`src/stop_backup_power_control_defines.svh`:
```
// Constants for the stop, halt, backup flag and interrupt sequencer.
// Assumes an APB slave with 32-bit data and word-aligned registers.
//
// Overview of operation
// - Entering stop sets the backup flag so the crystal restarts reliably.
// - In stop every internal function and clock is frozen until release.
// - In stop all display common and segment outputs drive low.
// - Stop ends on held port C high, interrupt pin change, or enabled release.
// - Release from stop passes straight into halt, then normal halt release.
// - Port C high too short for the start flag returns the device to stop.
// - Interrupt that ended stop is serviced from halt; return goes back to stop.
// - Stop executed with a release pending enters halt instead.
// - Accepting an interrupt after stop release clears its halt release request.
// - Flag high gives large crystal driver; low gives small, except external supply.
// - Set-flag with operand 2h sets backup flag; clear-flag 2h clears it.
// - External supply option holds backup flag at 0 in and after reset.
// - Battery options force backup flag to 1 in and after reset.
// - Four sources with vectors 010H, 014H, 018H and 01CH.
// - Accepting an interrupt clears its request and every interrupt enable.
// - Pre-divider overflow is serviced first; other requests stay pending.
// - Accept pushes the program counter in one idle slot, then loads the vector.
// - With the pin wake enable set, any interrupt pin change releases stop.
`ifndef STOP_BACKUP_POWER_CONTROL_DEFINES_SVH
`define STOP_BACKUP_POWER_CONTROL_DEFINES_SVH

// ==========================================================
// Register offsets
`define REG_CTRL      12'h000
`define REG_FLAGS     12'h004
`define REG_STATUS    12'h008

// ==========================================================
// Control and flags register fields
`define CTRL_IEN_LSB  0
`define CTRL_SRF4_BIT 4
`define CTRL_STOP_WAKE_ON_IRQ_PIN_ENABLE_BIT 5
`define CTRL_HEN_LSB  6
`define FLAGS_SCF_BIT 4

// ==========================================================
// Source indices, vectors and flag operand
`define SRC_PORTC     2'h0
`define SRC_TIMER     2'h1
`define SRC_INTPIN    2'h2
`define SRC_PREDIV    2'h3
`define VEC_INTPIN    12'h010
`define VEC_PORTC     12'h014
`define VEC_TIMER     12'h018
`define VEC_PREDIV    12'h01c
`define BACKUP_OPER   4'h2

`endif

```
`src/stop_backup_power_control_pkg.sv`:
```
// Types for the stop, halt, backup flag and interrupt sequencer.
// Assumes nothing of its surroundings.
`default_nettype none
package stop_backup_power_control_pkg;
    typedef enum logic [4:0] {
        ST_RUN  = 5'h01,
        ST_HALT = 5'h02,
        ST_STOP = 5'h04,
        ST_WAKE = 5'h08,
        ST_PUSH = 5'h10
    } mode_t;
endpackage : stop_backup_power_control_pkg
`default_nettype wire

```
`src/stop_backup_power_control.sv`:
```
// Stop, halt, backup flag and four-source interrupt sequencer.
// Assumes single-cycle instruction pulses from the core on MCLK and
// asynchronous port C and interrupt pins.
`include "stop_backup_power_control_defines.svh"
`default_nettype none
module stop_backup_power_control #(
    parameter int PC_W      = 4,
    parameter int DEB_CYC   = 8,
    parameter bit INT_RISE  = 1'b1
) (
    // Clock and reset
    input  wire logic              MCLK,
    input  wire logic              RST,
    // APB slave
    input  wire logic              PSEL,
    input  wire logic              PENABLE,
    input  wire logic              PWRITE,
    input  wire logic [11:0]       PADDR,
    input  wire logic [31:0]       PWDATA,
    output logic      [31:0]       PRDATA,
    output logic                   PREADY,
    output logic                   PSLVERR,
    // Core instruction strobes
    input  wire logic              STOP_EXEC,
    input  wire logic              HALT_EXEC,
    input  wire logic              RTS_EXEC,
    input  wire logic              SET_FLAG_INSTR,
    input  wire logic              CLEAR_FLAG_INSTR,
    input  wire logic [3:0]        FLAG_OPERAND,
    // Supply option strap and internal events
    input  wire logic              SUPPLY_EXT,
    input  wire logic              TIMER_ONE_UNDERFLOW,
    input  wire logic              PREDIV_OVERFLOW,
    // Wake pins
    input  wire logic [PC_W-1:0]   IO_PORT_C,
    input  wire logic              IRQ_PIN,
    // Core control
    output logic                   CLK_RUN,
    output logic                   HALTED,
    output logic                   LCD_FORCE_LOW,
    output logic                   XTAL_LARGE_DRV,
    output logic                   BACKUP_FLAG,
    output logic                   PUSH_PC,
    output logic                   VEC_LOAD,
    output logic      [11:0]       VECTOR
);

    // ==========================================================
    // Functions
    function automatic logic [1:0] pick_src(input logic [3:0] p);
        if (p[`SRC_PREDIV]) begin
            return `SRC_PREDIV;
        end else if (p[`SRC_TIMER]) begin
            return `SRC_TIMER;
        end else if (p[`SRC_PORTC]) begin
            return `SRC_PORTC;
        end
        return `SRC_INTPIN;
    endfunction : pick_src

    function automatic logic [11:0] vec_of(input logic [1:0] s);
        unique case (s)
            `SRC_PORTC:  return `VEC_PORTC;
            `SRC_TIMER:  return `VEC_TIMER;
            `SRC_INTPIN: return `VEC_INTPIN;
            `SRC_PREDIV: return `VEC_PREDIV;
        endcase
    endfunction : vec_of

    // ==========================================================
    // Pin synchronisers
    logic [PC_W-1:0] pc_s1_q, pc_s2_q, pc_s3_q, pc_f_q;
    logic            ip_s1_q, ip_s2_q, ip_s3_q, ip_f_q, ip_prev_q;

    always_ff @(posedge MCLK) begin
        pc_s1_q <= IO_PORT_C;
        pc_s2_q <= pc_s1_q;
        pc_s3_q <= pc_s2_q;
        ip_s1_q <= IRQ_PIN;
        ip_s2_q <= ip_s1_q;
        ip_s3_q <= ip_s2_q;
    end

    always_ff @(posedge MCLK) begin
        if (RST) begin
            pc_f_q    <= '0;
            ip_f_q    <= 1'b0;
            ip_prev_q <= 1'b0;
        end else begin
            for (int i = 0; i < PC_W; i++) begin
                if (pc_s2_q[i] == pc_s3_q[i]) begin
                    pc_f_q[i] <= pc_s3_q[i];
                end
            end
            if (ip_s2_q == ip_s3_q) begin
                ip_f_q <= ip_s3_q;
            end
            ip_prev_q <= ip_f_q;
        end
    end

    logic pc_high, ip_chg, ip_edge;
    assign pc_high = |pc_f_q;
    assign ip_chg  = ip_f_q ^ ip_prev_q;
    assign ip_edge = ip_chg & (ip_f_q == INT_RISE);

    // ==========================================================
    // Control registers and state
    stop_backup_power_control_pkg::mode_t state_q, state_d, ret_q;
    logic [3:0] ien_q, hrf_q;
    logic [2:0] hen_q;
    logic       srf4_q, stop_wake_on_irq_pin_enable_q, scf_q, bf_q, from_stop_q, svc_q;
    logic [$clog2(DEB_CYC+1)-1:0] deb_q;

    logic wr, rd, acc_ok, accept, scf_set, halt_rel, stop_rel_req;
    logic [3:0] pend, hrf_set;
    logic [1:0] src;

    assign wr  = PSEL & PENABLE & PWRITE;
    assign rd  = PSEL & PENABLE & ~PWRITE;
    assign pend = hrf_q & ien_q;
    assign src  = pick_src(pend);
    assign acc_ok = state_q == stop_backup_power_control_pkg::ST_RUN
                  || state_q == stop_backup_power_control_pkg::ST_HALT;
    assign accept = acc_ok & (|pend);
    assign halt_rel = scf_q | (|(hrf_q[3:1] & hen_q));
    assign stop_rel_req = (stop_wake_on_irq_pin_enable_q & ip_chg) | (srf4_q & pc_high) | (|pend);
    assign scf_set = state_q != stop_backup_power_control_pkg::ST_STOP
                   && pc_high && deb_q == ($bits(deb_q))'(DEB_CYC);

    // Request sources; internal events are frozen in stop
    always_comb begin
        hrf_set = '0;
        hrf_set[`SRC_PORTC]  = scf_set & ~scf_q;
        hrf_set[`SRC_INTPIN] = ip_edge;
        if (state_q != stop_backup_power_control_pkg::ST_STOP) begin
            hrf_set[`SRC_TIMER]  = TIMER_ONE_UNDERFLOW;
            hrf_set[`SRC_PREDIV] = PREDIV_OVERFLOW;
        end
    end

    // ==========================================================
    // Port C high-level qualification
    always_ff @(posedge MCLK) begin
        if (RST || !pc_high) begin
            deb_q <= '0;
        end else if (state_q != stop_backup_power_control_pkg::ST_STOP
                     && deb_q != ($bits(deb_q))'(DEB_CYC)) begin
            deb_q <= deb_q + 1'b1;
        end
    end

    // ==========================================================
    // Mode sequencer
    always_comb begin
        state_d = state_q;
        unique case (state_q)
            stop_backup_power_control_pkg::ST_RUN: begin
                if (accept) begin
                    state_d = stop_backup_power_control_pkg::ST_PUSH;
                end else if (svc_q && RTS_EXEC) begin
                    state_d = ret_q;
                end else if (STOP_EXEC) begin
                    state_d = stop_rel_req ? stop_backup_power_control_pkg::ST_HALT
                                           : stop_backup_power_control_pkg::ST_STOP;
                end else if (HALT_EXEC && !halt_rel) begin
                    state_d = stop_backup_power_control_pkg::ST_HALT;
                end
            end
            stop_backup_power_control_pkg::ST_HALT: begin
                if (accept) begin
                    state_d = stop_backup_power_control_pkg::ST_PUSH;
                end else if (halt_rel) begin
                    state_d = stop_backup_power_control_pkg::ST_RUN;
                end
            end
            stop_backup_power_control_pkg::ST_STOP: begin
                if ((stop_wake_on_irq_pin_enable_q && ip_chg) || (|pend)) begin
                    state_d = stop_backup_power_control_pkg::ST_HALT;
                end else if (srf4_q && pc_high) begin
                    state_d = stop_backup_power_control_pkg::ST_WAKE;
                end
            end
            stop_backup_power_control_pkg::ST_WAKE: begin
                if (scf_q || accept) begin
                    state_d = stop_backup_power_control_pkg::ST_HALT;
                end else if (!pc_high) begin
                    state_d = stop_backup_power_control_pkg::ST_STOP;
                end
            end
            stop_backup_power_control_pkg::ST_PUSH: begin
                state_d = stop_backup_power_control_pkg::ST_RUN;
            end
            default: state_d = stop_backup_power_control_pkg::ST_RUN;
        endcase
    end

    always_ff @(posedge MCLK) begin
        if (RST) begin
            state_q     <= stop_backup_power_control_pkg::ST_RUN;
            ret_q       <= stop_backup_power_control_pkg::ST_RUN;
            from_stop_q <= 1'b0;
            svc_q       <= 1'b0;
        end else begin
            state_q <= state_d;
            if (state_q == stop_backup_power_control_pkg::ST_STOP) begin
                from_stop_q <= 1'b1;
            end else if (state_d == stop_backup_power_control_pkg::ST_RUN
                         && state_q == stop_backup_power_control_pkg::ST_HALT) begin
                from_stop_q <= 1'b0;
            end
            if (accept) begin
                svc_q <= 1'b1;
                if (state_q == stop_backup_power_control_pkg::ST_RUN) begin
                    ret_q <= stop_backup_power_control_pkg::ST_RUN;
                end else if (from_stop_q) begin
                    ret_q <= stop_backup_power_control_pkg::ST_STOP;
                end else begin
                    ret_q <= stop_backup_power_control_pkg::ST_HALT;
                end
            end else if (svc_q && RTS_EXEC
                         && state_q == stop_backup_power_control_pkg::ST_RUN) begin
                svc_q <= 1'b0;
            end
        end
    end

    // ==========================================================
    // Interrupt acceptance and vector
    always_ff @(posedge MCLK) begin
        if (RST) begin
            PUSH_PC  <= 1'b0;
            VEC_LOAD <= 1'b0;
            VECTOR   <= '0;
        end else begin
            PUSH_PC  <= accept;
            VEC_LOAD <= PUSH_PC;
            if (accept) begin
                VECTOR <= vec_of(src);
            end
        end
    end

    // ==========================================================
    // Request, start and enable flags; a set wins over a clear, but an accept clears the enables over a write
    always_ff @(posedge MCLK) begin
        if (RST) begin
            hrf_q  <= '0;
            scf_q  <= 1'b0;
            ien_q  <= '0;
            hen_q  <= '0;
            srf4_q <= 1'b0;
            stop_wake_on_irq_pin_enable_q <= 1'b0;
        end else begin
            for (int i = 0; i < 4; i++) begin
                if (hrf_set[i]) begin
                    hrf_q[i] <= 1'b1;
                end else if ((accept && src == 2'(i))
                             || (wr && PADDR == `REG_FLAGS && PWDATA[i])) begin
                    hrf_q[i] <= 1'b0;
                end
            end
            if (scf_set) begin
                scf_q <= 1'b1;
            end else if (wr && PADDR == `REG_FLAGS && PWDATA[`FLAGS_SCF_BIT]) begin
                scf_q <= 1'b0;
            end
            if (accept) begin
                ien_q <= '0;
            end else if (wr && PADDR == `REG_CTRL) begin
                ien_q <= PWDATA[`CTRL_IEN_LSB +: 4];
            end
            if (wr && PADDR == `REG_CTRL) begin
                hen_q  <= PWDATA[`CTRL_HEN_LSB +: 3];
                srf4_q <= PWDATA[`CTRL_SRF4_BIT];
                stop_wake_on_irq_pin_enable_q <= PWDATA[`CTRL_STOP_WAKE_ON_IRQ_PIN_ENABLE_BIT];
            end
        end
    end

    // ==========================================================
    // Backup flag
    always_ff @(posedge MCLK) begin
        if (RST) begin
            bf_q <= ~SUPPLY_EXT;
        end else if (state_d == stop_backup_power_control_pkg::ST_STOP
                     && state_q != stop_backup_power_control_pkg::ST_STOP) begin
            bf_q <= 1'b1;
        end else if (SET_FLAG_INSTR && FLAG_OPERAND == `BACKUP_OPER) begin
            bf_q <= 1'b1;
        end else if (CLEAR_FLAG_INSTR && FLAG_OPERAND == `BACKUP_OPER) begin
            bf_q <= 1'b0;
        end
    end

    // ==========================================================
    // Outputs
    assign BACKUP_FLAG    = bf_q;
    assign XTAL_LARGE_DRV = bf_q | SUPPLY_EXT;
    assign CLK_RUN        = state_q != stop_backup_power_control_pkg::ST_STOP;
    assign LCD_FORCE_LOW  = state_q == stop_backup_power_control_pkg::ST_STOP;
    assign HALTED         = state_q != stop_backup_power_control_pkg::ST_RUN
                          && state_q != stop_backup_power_control_pkg::ST_PUSH;

    // ==========================================================
    // APB read path
    logic mapped;
    assign mapped  = PADDR == `REG_CTRL || PADDR == `REG_FLAGS || PADDR == `REG_STATUS;
    assign PREADY  = 1'b1;
    assign PSLVERR = PSEL & PENABLE & ~mapped;

    always_ff @(posedge MCLK) begin
        if (RST) begin
            PRDATA <= '0;
        end else if (PSEL && !PENABLE && !PWRITE) begin
            unique case (PADDR)
                `REG_CTRL:   PRDATA <= {26'h0, stop_wake_on_irq_pin_enable_q, srf4_q, ien_q} |
                                       {23'h0, hen_q, 6'h0};
                `REG_FLAGS:  PRDATA <= {27'h0, scf_q, hrf_q};
                `REG_STATUS: PRDATA <= {18'h0, VECTOR[7:0], state_q, bf_q};
                default:     PRDATA <= '0;
            endcase
        end
    end

    // ==========================================================
    // Checks
    AST_BF_STOP: assert property (@(posedge MCLK) disable iff (RST)
        (state_q != stop_backup_power_control_pkg::ST_STOP
         ##1 state_q == stop_backup_power_control_pkg::ST_STOP) |-> bf_q)
        else $error("backup flag not set in stop");
    AST_FREEZE: assert property (@(posedge MCLK) disable iff (RST)
        LCD_FORCE_LOW |-> !CLK_RUN && $stable(hrf_q[`SRC_TIMER]) || hrf_q[`SRC_TIMER])
        else $error("activity during stop");
    AST_LCD_LOW: assert property (@(posedge MCLK) disable iff (RST)
        state_q == stop_backup_power_control_pkg::ST_RUN && STOP_EXEC && !stop_rel_req
        && !accept && !(svc_q && RTS_EXEC) |=> LCD_FORCE_LOW)
        else $error("display not low in stop");
    AST_PIN_WAKE: assert property (@(posedge MCLK) disable iff (RST)
        state_q == stop_backup_power_control_pkg::ST_STOP && stop_wake_on_irq_pin_enable_q && ip_chg
        |=> state_q == stop_backup_power_control_pkg::ST_HALT)
        else $error("pin change did not release stop");
    AST_SHORT_HIGH: assert property (@(posedge MCLK) disable iff (RST)
        state_q == stop_backup_power_control_pkg::ST_WAKE && !scf_q && !pc_high && !accept
        |=> state_q == stop_backup_power_control_pkg::ST_STOP)
        else $error("no return to stop");
    AST_STOP_PEND: assert property (@(posedge MCLK) disable iff (RST)
        state_q == stop_backup_power_control_pkg::ST_RUN && STOP_EXEC && stop_rel_req
        && !accept && !(svc_q && RTS_EXEC)
        |=> state_q == stop_backup_power_control_pkg::ST_HALT)
        else $error("stop entered with release pending");
    AST_ACCEPT_CLR: assert property (@(posedge MCLK) disable iff (RST)
        accept |=> ien_q == 4'h0 ##1 VEC_LOAD)
        else $error("enables not cleared on accept");
    AST_PRIO: assert property (@(posedge MCLK) disable iff (RST)
        accept && pend[`SRC_PREDIV] |=> VECTOR == `VEC_PREDIV)
        else $error("pre-divider not first");
    AST_DRIVER: assert property (@(posedge MCLK) disable iff (RST)
        XTAL_LARGE_DRV == (BACKUP_FLAG || SUPPLY_EXT))
        else $error("crystal driver wrong");
    AST_HALT_BF: assert property (@(posedge MCLK) disable iff (RST)
        state_q == stop_backup_power_control_pkg::ST_HALT && !SET_FLAG_INSTR
        && !CLEAR_FLAG_INSTR |=> $stable(bf_q))
        else $error("halt changed backup flag");

endmodule : stop_backup_power_control
`default_nettype wire

```
`config.mk`:
```
export PLATFORM = sky130hd
export DESIGN_NAME = stop_backup_power_control
export DESIGN_NICKNAME = d
export VERILOG_FILES = /design/src/stop_backup_power_control_pkg.sv /design/src/stop_backup_power_control.sv
export VERILOG_INCLUDE_DIRS = /design/src
export SDC_FILE = /design/constraint.sdc
export NUM_CORES = 1
export LEC_CHECK = 0
export ABC_AREA = 1
export BUFFER_PORTS_ARGS = -buffer_cell sky130_fd_sc_hd__buf_2
export CAP_MARGIN = 5
export CORE_ASPECT_RATIO = 0.8
export CORE_MARGIN = 2
export CORE_UTILIZATION = 35
export CTS_CLUSTER_SIZE = 25
export DETAILED_ROUTE_END_ITERATION = 16
export GPL_ROUTABILITY_DRIVEN = 0
export PLACE_DENSITY_LB_ADDON = 0.2
export SYNTH_ARGS = -nofsm -noshare
export SYNTH_HDL_FRONTEND = slang
export SYNTH_SLANG_ARGS = --single-unit
```
`constraint.sdc`:
```
create_clock -name MCLK -period 1.86 [get_ports MCLK]
set_input_delay 0.279 -clock MCLK [delete_from_list [all_inputs] [get_ports MCLK]]
set_output_delay 0.279 -clock MCLK [all_outputs]
set_load 0.02 [all_outputs]
```
==> flow_results.org <==
** Logic synthesis
- Synth warnings :: 0
- Most common flop cell mapped by yosys :: sky130_fd_sc_hd__dfxtp_1
- Number of synthesized flops with an enable pin :: 1
- Most frequently used cell type in the post-synthesis netlist :: sky130_fd_sc_hd__nand2_1
- Yosys mapped the design onto 36 distinct sky130hd cell types.
- Synthesized cell area :: slightly above 3000 sq um
- Share of flip-flops with an asynchronous set or reset :: 0%
- Gate count of the mapped netlist :: slightly above 400
- Syn Area/Cell :: between 7 and 8 sq um
- In this run, synthesis produced a sequential element count of 66.
- Share of the yosys chip area belonging to registers :: between 40% and 50%
- Post-synth top area cell :: sky130_fd_sc_hd__dfxtp_1
- Synth top area share :: 42.4%
- Commonest cells post-synth :: sky130_fd_sc_hd__nand2_1, sky130_fd_sc_hd__dfxtp_1, sky130_fd_sc_hd__inv_1
- By area the synthesized netlist is led by sky130_fd_sc_hd__dfxtp_1, sky130_fd_sc_hd__nand2_1, sky130_fd_sc_hd__buf_4.

** Min path
- Min-Delay Path Class :: in2reg

** Drt
- Once detail routing completed, the nets flagged for antenna violations numbered 0.
- After detailed routing, the total wire length is 7510 microns.
- DRC :: 0
- First-pass iteration count of the detailed router :: 4
- Dividing the detail-routed via count by the number of cells gives between 4 and 5.
- Dividing the detail-routed wire length by the instance count gives 12.0 microns.
- After the first detailed-routing iteration, the DRC count stood at about 180.
- Via Count :: 2,797

** Place
- Placement Setup Slack :: -0.00381 ns
- After legalization and detailed placement, the total HPWL measured just under 6000 microns.
- In this run the tool buffered the top-level ports with between 60 and 70 buffer cells.
- Cell count after placement :: roughly 600

** STA
- The final-report max-slew violation count was 0.
- Dividing the final minimum period by the clock period gives 95.2%.
- Setup WS post-layout :: between 0.08 and 0.09 ns
- Final hold violation count :: 0
- Clock skew on the completed layout was measured at roughly 0.012 ns.
- Timing would allow up to around 560 MHz.
- Final Critical Period :: 1.77 ns
- Setup repair after global routing could not meet its margin everywhere.
- Setup violations remaining at the end of the flow were counted as 0.

** Floorplan
- Count of boundary I/O pins :: roughly 120
- Floorplan die height :: ~88 microns
- The core region is 8520 sq um.
- In this run the core area contains 30 standard-cell rows.
- Once the floorplan was initialized, standard cells occupied between 30% and 40% of the core.
- Floorplan die area :: ~9500 sq um
- Die extent in x :: 109 microns

** Critical path
- Maximum fanout encountered on the critical timing path :: 5
- For the worst setup path, the data required time is between 1.5 and 2 ns.
- Critical path arrival :: about 1.5 ns
- The worst setup path is captured at an output port.
- The worst setup path is launched from a flop.
- The worst setup path is of the reg2out kind.

** Global route
- Initial antenna violation count :: 0
- Maximum number of pins on one net before global-route repair :: 22
- Number of global-route vias before repair :: 2,502
- Wire length of the first global-routing pass :: between 10,000 and 15,000 microns
- Total global routing track utilization :: approximately 17%
- Aggregate global routing overflow :: 0

** Clocking
- Longest Clk Path Bufs :: 2
- CTS built an H-tree with a depth of 3.
- The later pin in the worst-skew pair is clocked with a latency of roughly 0.35 ns.
- Clock tree synthesis found a total of between 60 and 70 sinks.
- Clk root buf :: sky130_fd_sc_hd__clkbuf_8
- TritonCTS built the clock tree.
- Number of buffers created by CTS :: 9
- After clock tree synthesis, the clock-pin slew on the worst setup and hold paths is 0.08 ns.

** Flow run
- Across the run, the number of max-cap violations was 0.

** Final layout
- The finished layout holds between 600 and 700 standard cells, fillers aside.
- Once layout is complete, the utilization of the core stands at a little under half.
- At the end of the flow, the number of nets in the layout was between 500 and 600.
- Number of antenna cells inserted :: 0
- In the final layout, the share of cells above drive strength 1 is approximately 28%.
- From synthesis to final layout, the design area changed by 26.1%.

** Power
- The design draws roughly 0.0032 W.
- The worst-case IR drop observed on VDD is around 0.55 mV.
- Leakage :: 1.89 nW
- Power density cells :: approximately 830 nW/um^2

** Status
- Status :: finished, final reports clean
-- timing repair --
item,in CTS,in global routing
pin swaps,2,6
endpoints found under the hold margin,1,0
setup endpoints to repair,3,4
buffers inserted,5,1
hold buffers,1,0
gates resized for setup,7,7
-- per-stage QoR --
| stage | area, sq um | setup TNS [ns] | hold slack (ns) |
|---|---|---|---|
| finish | 3870 | 0 | 0.0224 |
| global route | 3870 | -0.0452 | 0.00152 |
| CTS | 3840 | 0 | 0.00292 |
| detailed placement | 3550 | -0.00381 | 0.315 |
| global placement | 3550 | 0 | 0.310 |
| floorplan | 3180 | 0 | 0.307 |
-- critical path: stages (launching register included) --
cell and delay (ns):
sky130_fd_sc_hd__dfxtp_1 0.34, sky130_fd_sc_hd__inv_2 0.12, sky130_fd_sc_hd__nand3_2 0.13, sky130_fd_sc_hd__nor3_4 0.14, sky130_fd_sc_hd__buf_4 0.15, sky130_fd_sc_hd__buf_4 0.11, sky130_fd_sc_hd__buf_2 0.15
-- power by group --
part           leakage, nW  switching (W)  internal [W]
clock network        0.105       0.000585      0.000705
logic                 1.24       0.000270      0.000164
registers            0.543      0.0000373       0.00147
total                 1.89       0.000893       0.00234
-- per-layer routing --
metal | wire length (microns) | GRT usage [%]
met5 | 0 | 0
met4 | 63 | 5.94
met3 | 449 | 4.99
met2 | 3320 | 25.0
met1 | 3670 | 23.5
-- cell families (layout without fill, tap and decap cells) --
group	count (synthesis)	in the layout	share of synthesized area, %
other cells	2	31	0.244
flops	66	66	43.3
simple gates	165	165	24.4
compound gates	78	78	14.0
fa+ha+maj	6	6	2.44
buf+inv	93	166	15.5
-- cell usage in the layout (no fill, tap or decap), types with 5 or more instances in the layout --
master	synthesis	layout
sky130_fd_sc_hd__conb_1	2	31
sky130_fd_sc_hd__nand2_1	84	84
sky130_fd_sc_hd__nand3_1	11	9
sky130_fd_sc_hd__ha_1	6	5
sky130_fd_sc_hd__inv_2	5	5
sky130_fd_sc_hd__nor2_1	37	33
sky130_fd_sc_hd__inv_1	50	49
sky130_fd_sc_hd__nand4_1	7	7
sky130_fd_sc_hd__o211ai_1	5	5
sky130_fd_sc_hd__buf_2	0	63
sky130_fd_sc_hd__buf_4	32	31
sky130_fd_sc_hd__o21ai_0	25	25
sky130_fd_sc_hd__clkbuf_8	0	9
sky130_fd_sc_hd__dfxtp_1	65	63
sky130_fd_sc_hd__nor2_2	3	6
sky130_fd_sc_hd__a21oi_1	35	35
sky130_fd_sc_hd__nor3_1	6	6
-- worst paths after layout --
check,depth (start not counted),end,startpoint,slack [ns]
worst min register to register,0,pc_s2_q[2],pc_s1_q[2],0.32
worst min-delay path,1,pc_s1_q[3],IO_PORT_C[3],0.02
worst max-delay path,6,LCD_FORCE_LOW,state_q[4],0.09
worst max register to register,9,BACKUP_FLAG,state_q[3],0.10
-- state kept, by name, indices dropped and copies added (netlist names), 3 cells and up --
| signal | cells |
|---|---|
| PRDATA | 11 |
| state_q | 5 |
| pc_s1_q | 4 |
| hrf_q | 4 |
| deb_q | 4 |
| pc_s3_q | 4 |
| VECTOR | 3 |
| hen_q | 3 |
| pc_f_q | 4 |
| ien_q | 4 |
| pc_s2_q | 4 |
| ret_q | 3 |
-- cell type report --
cell class	count	area [sq um]
clock buffer	11	153
timing repair buffer	95	558
inverter	55	210
tap	112	140
fill	867	4650
multi-input combinational	280	1420
sequential	66	1330
clock inverter	5	60.1
Note: power is estimated with default switching activity, not from simulation.
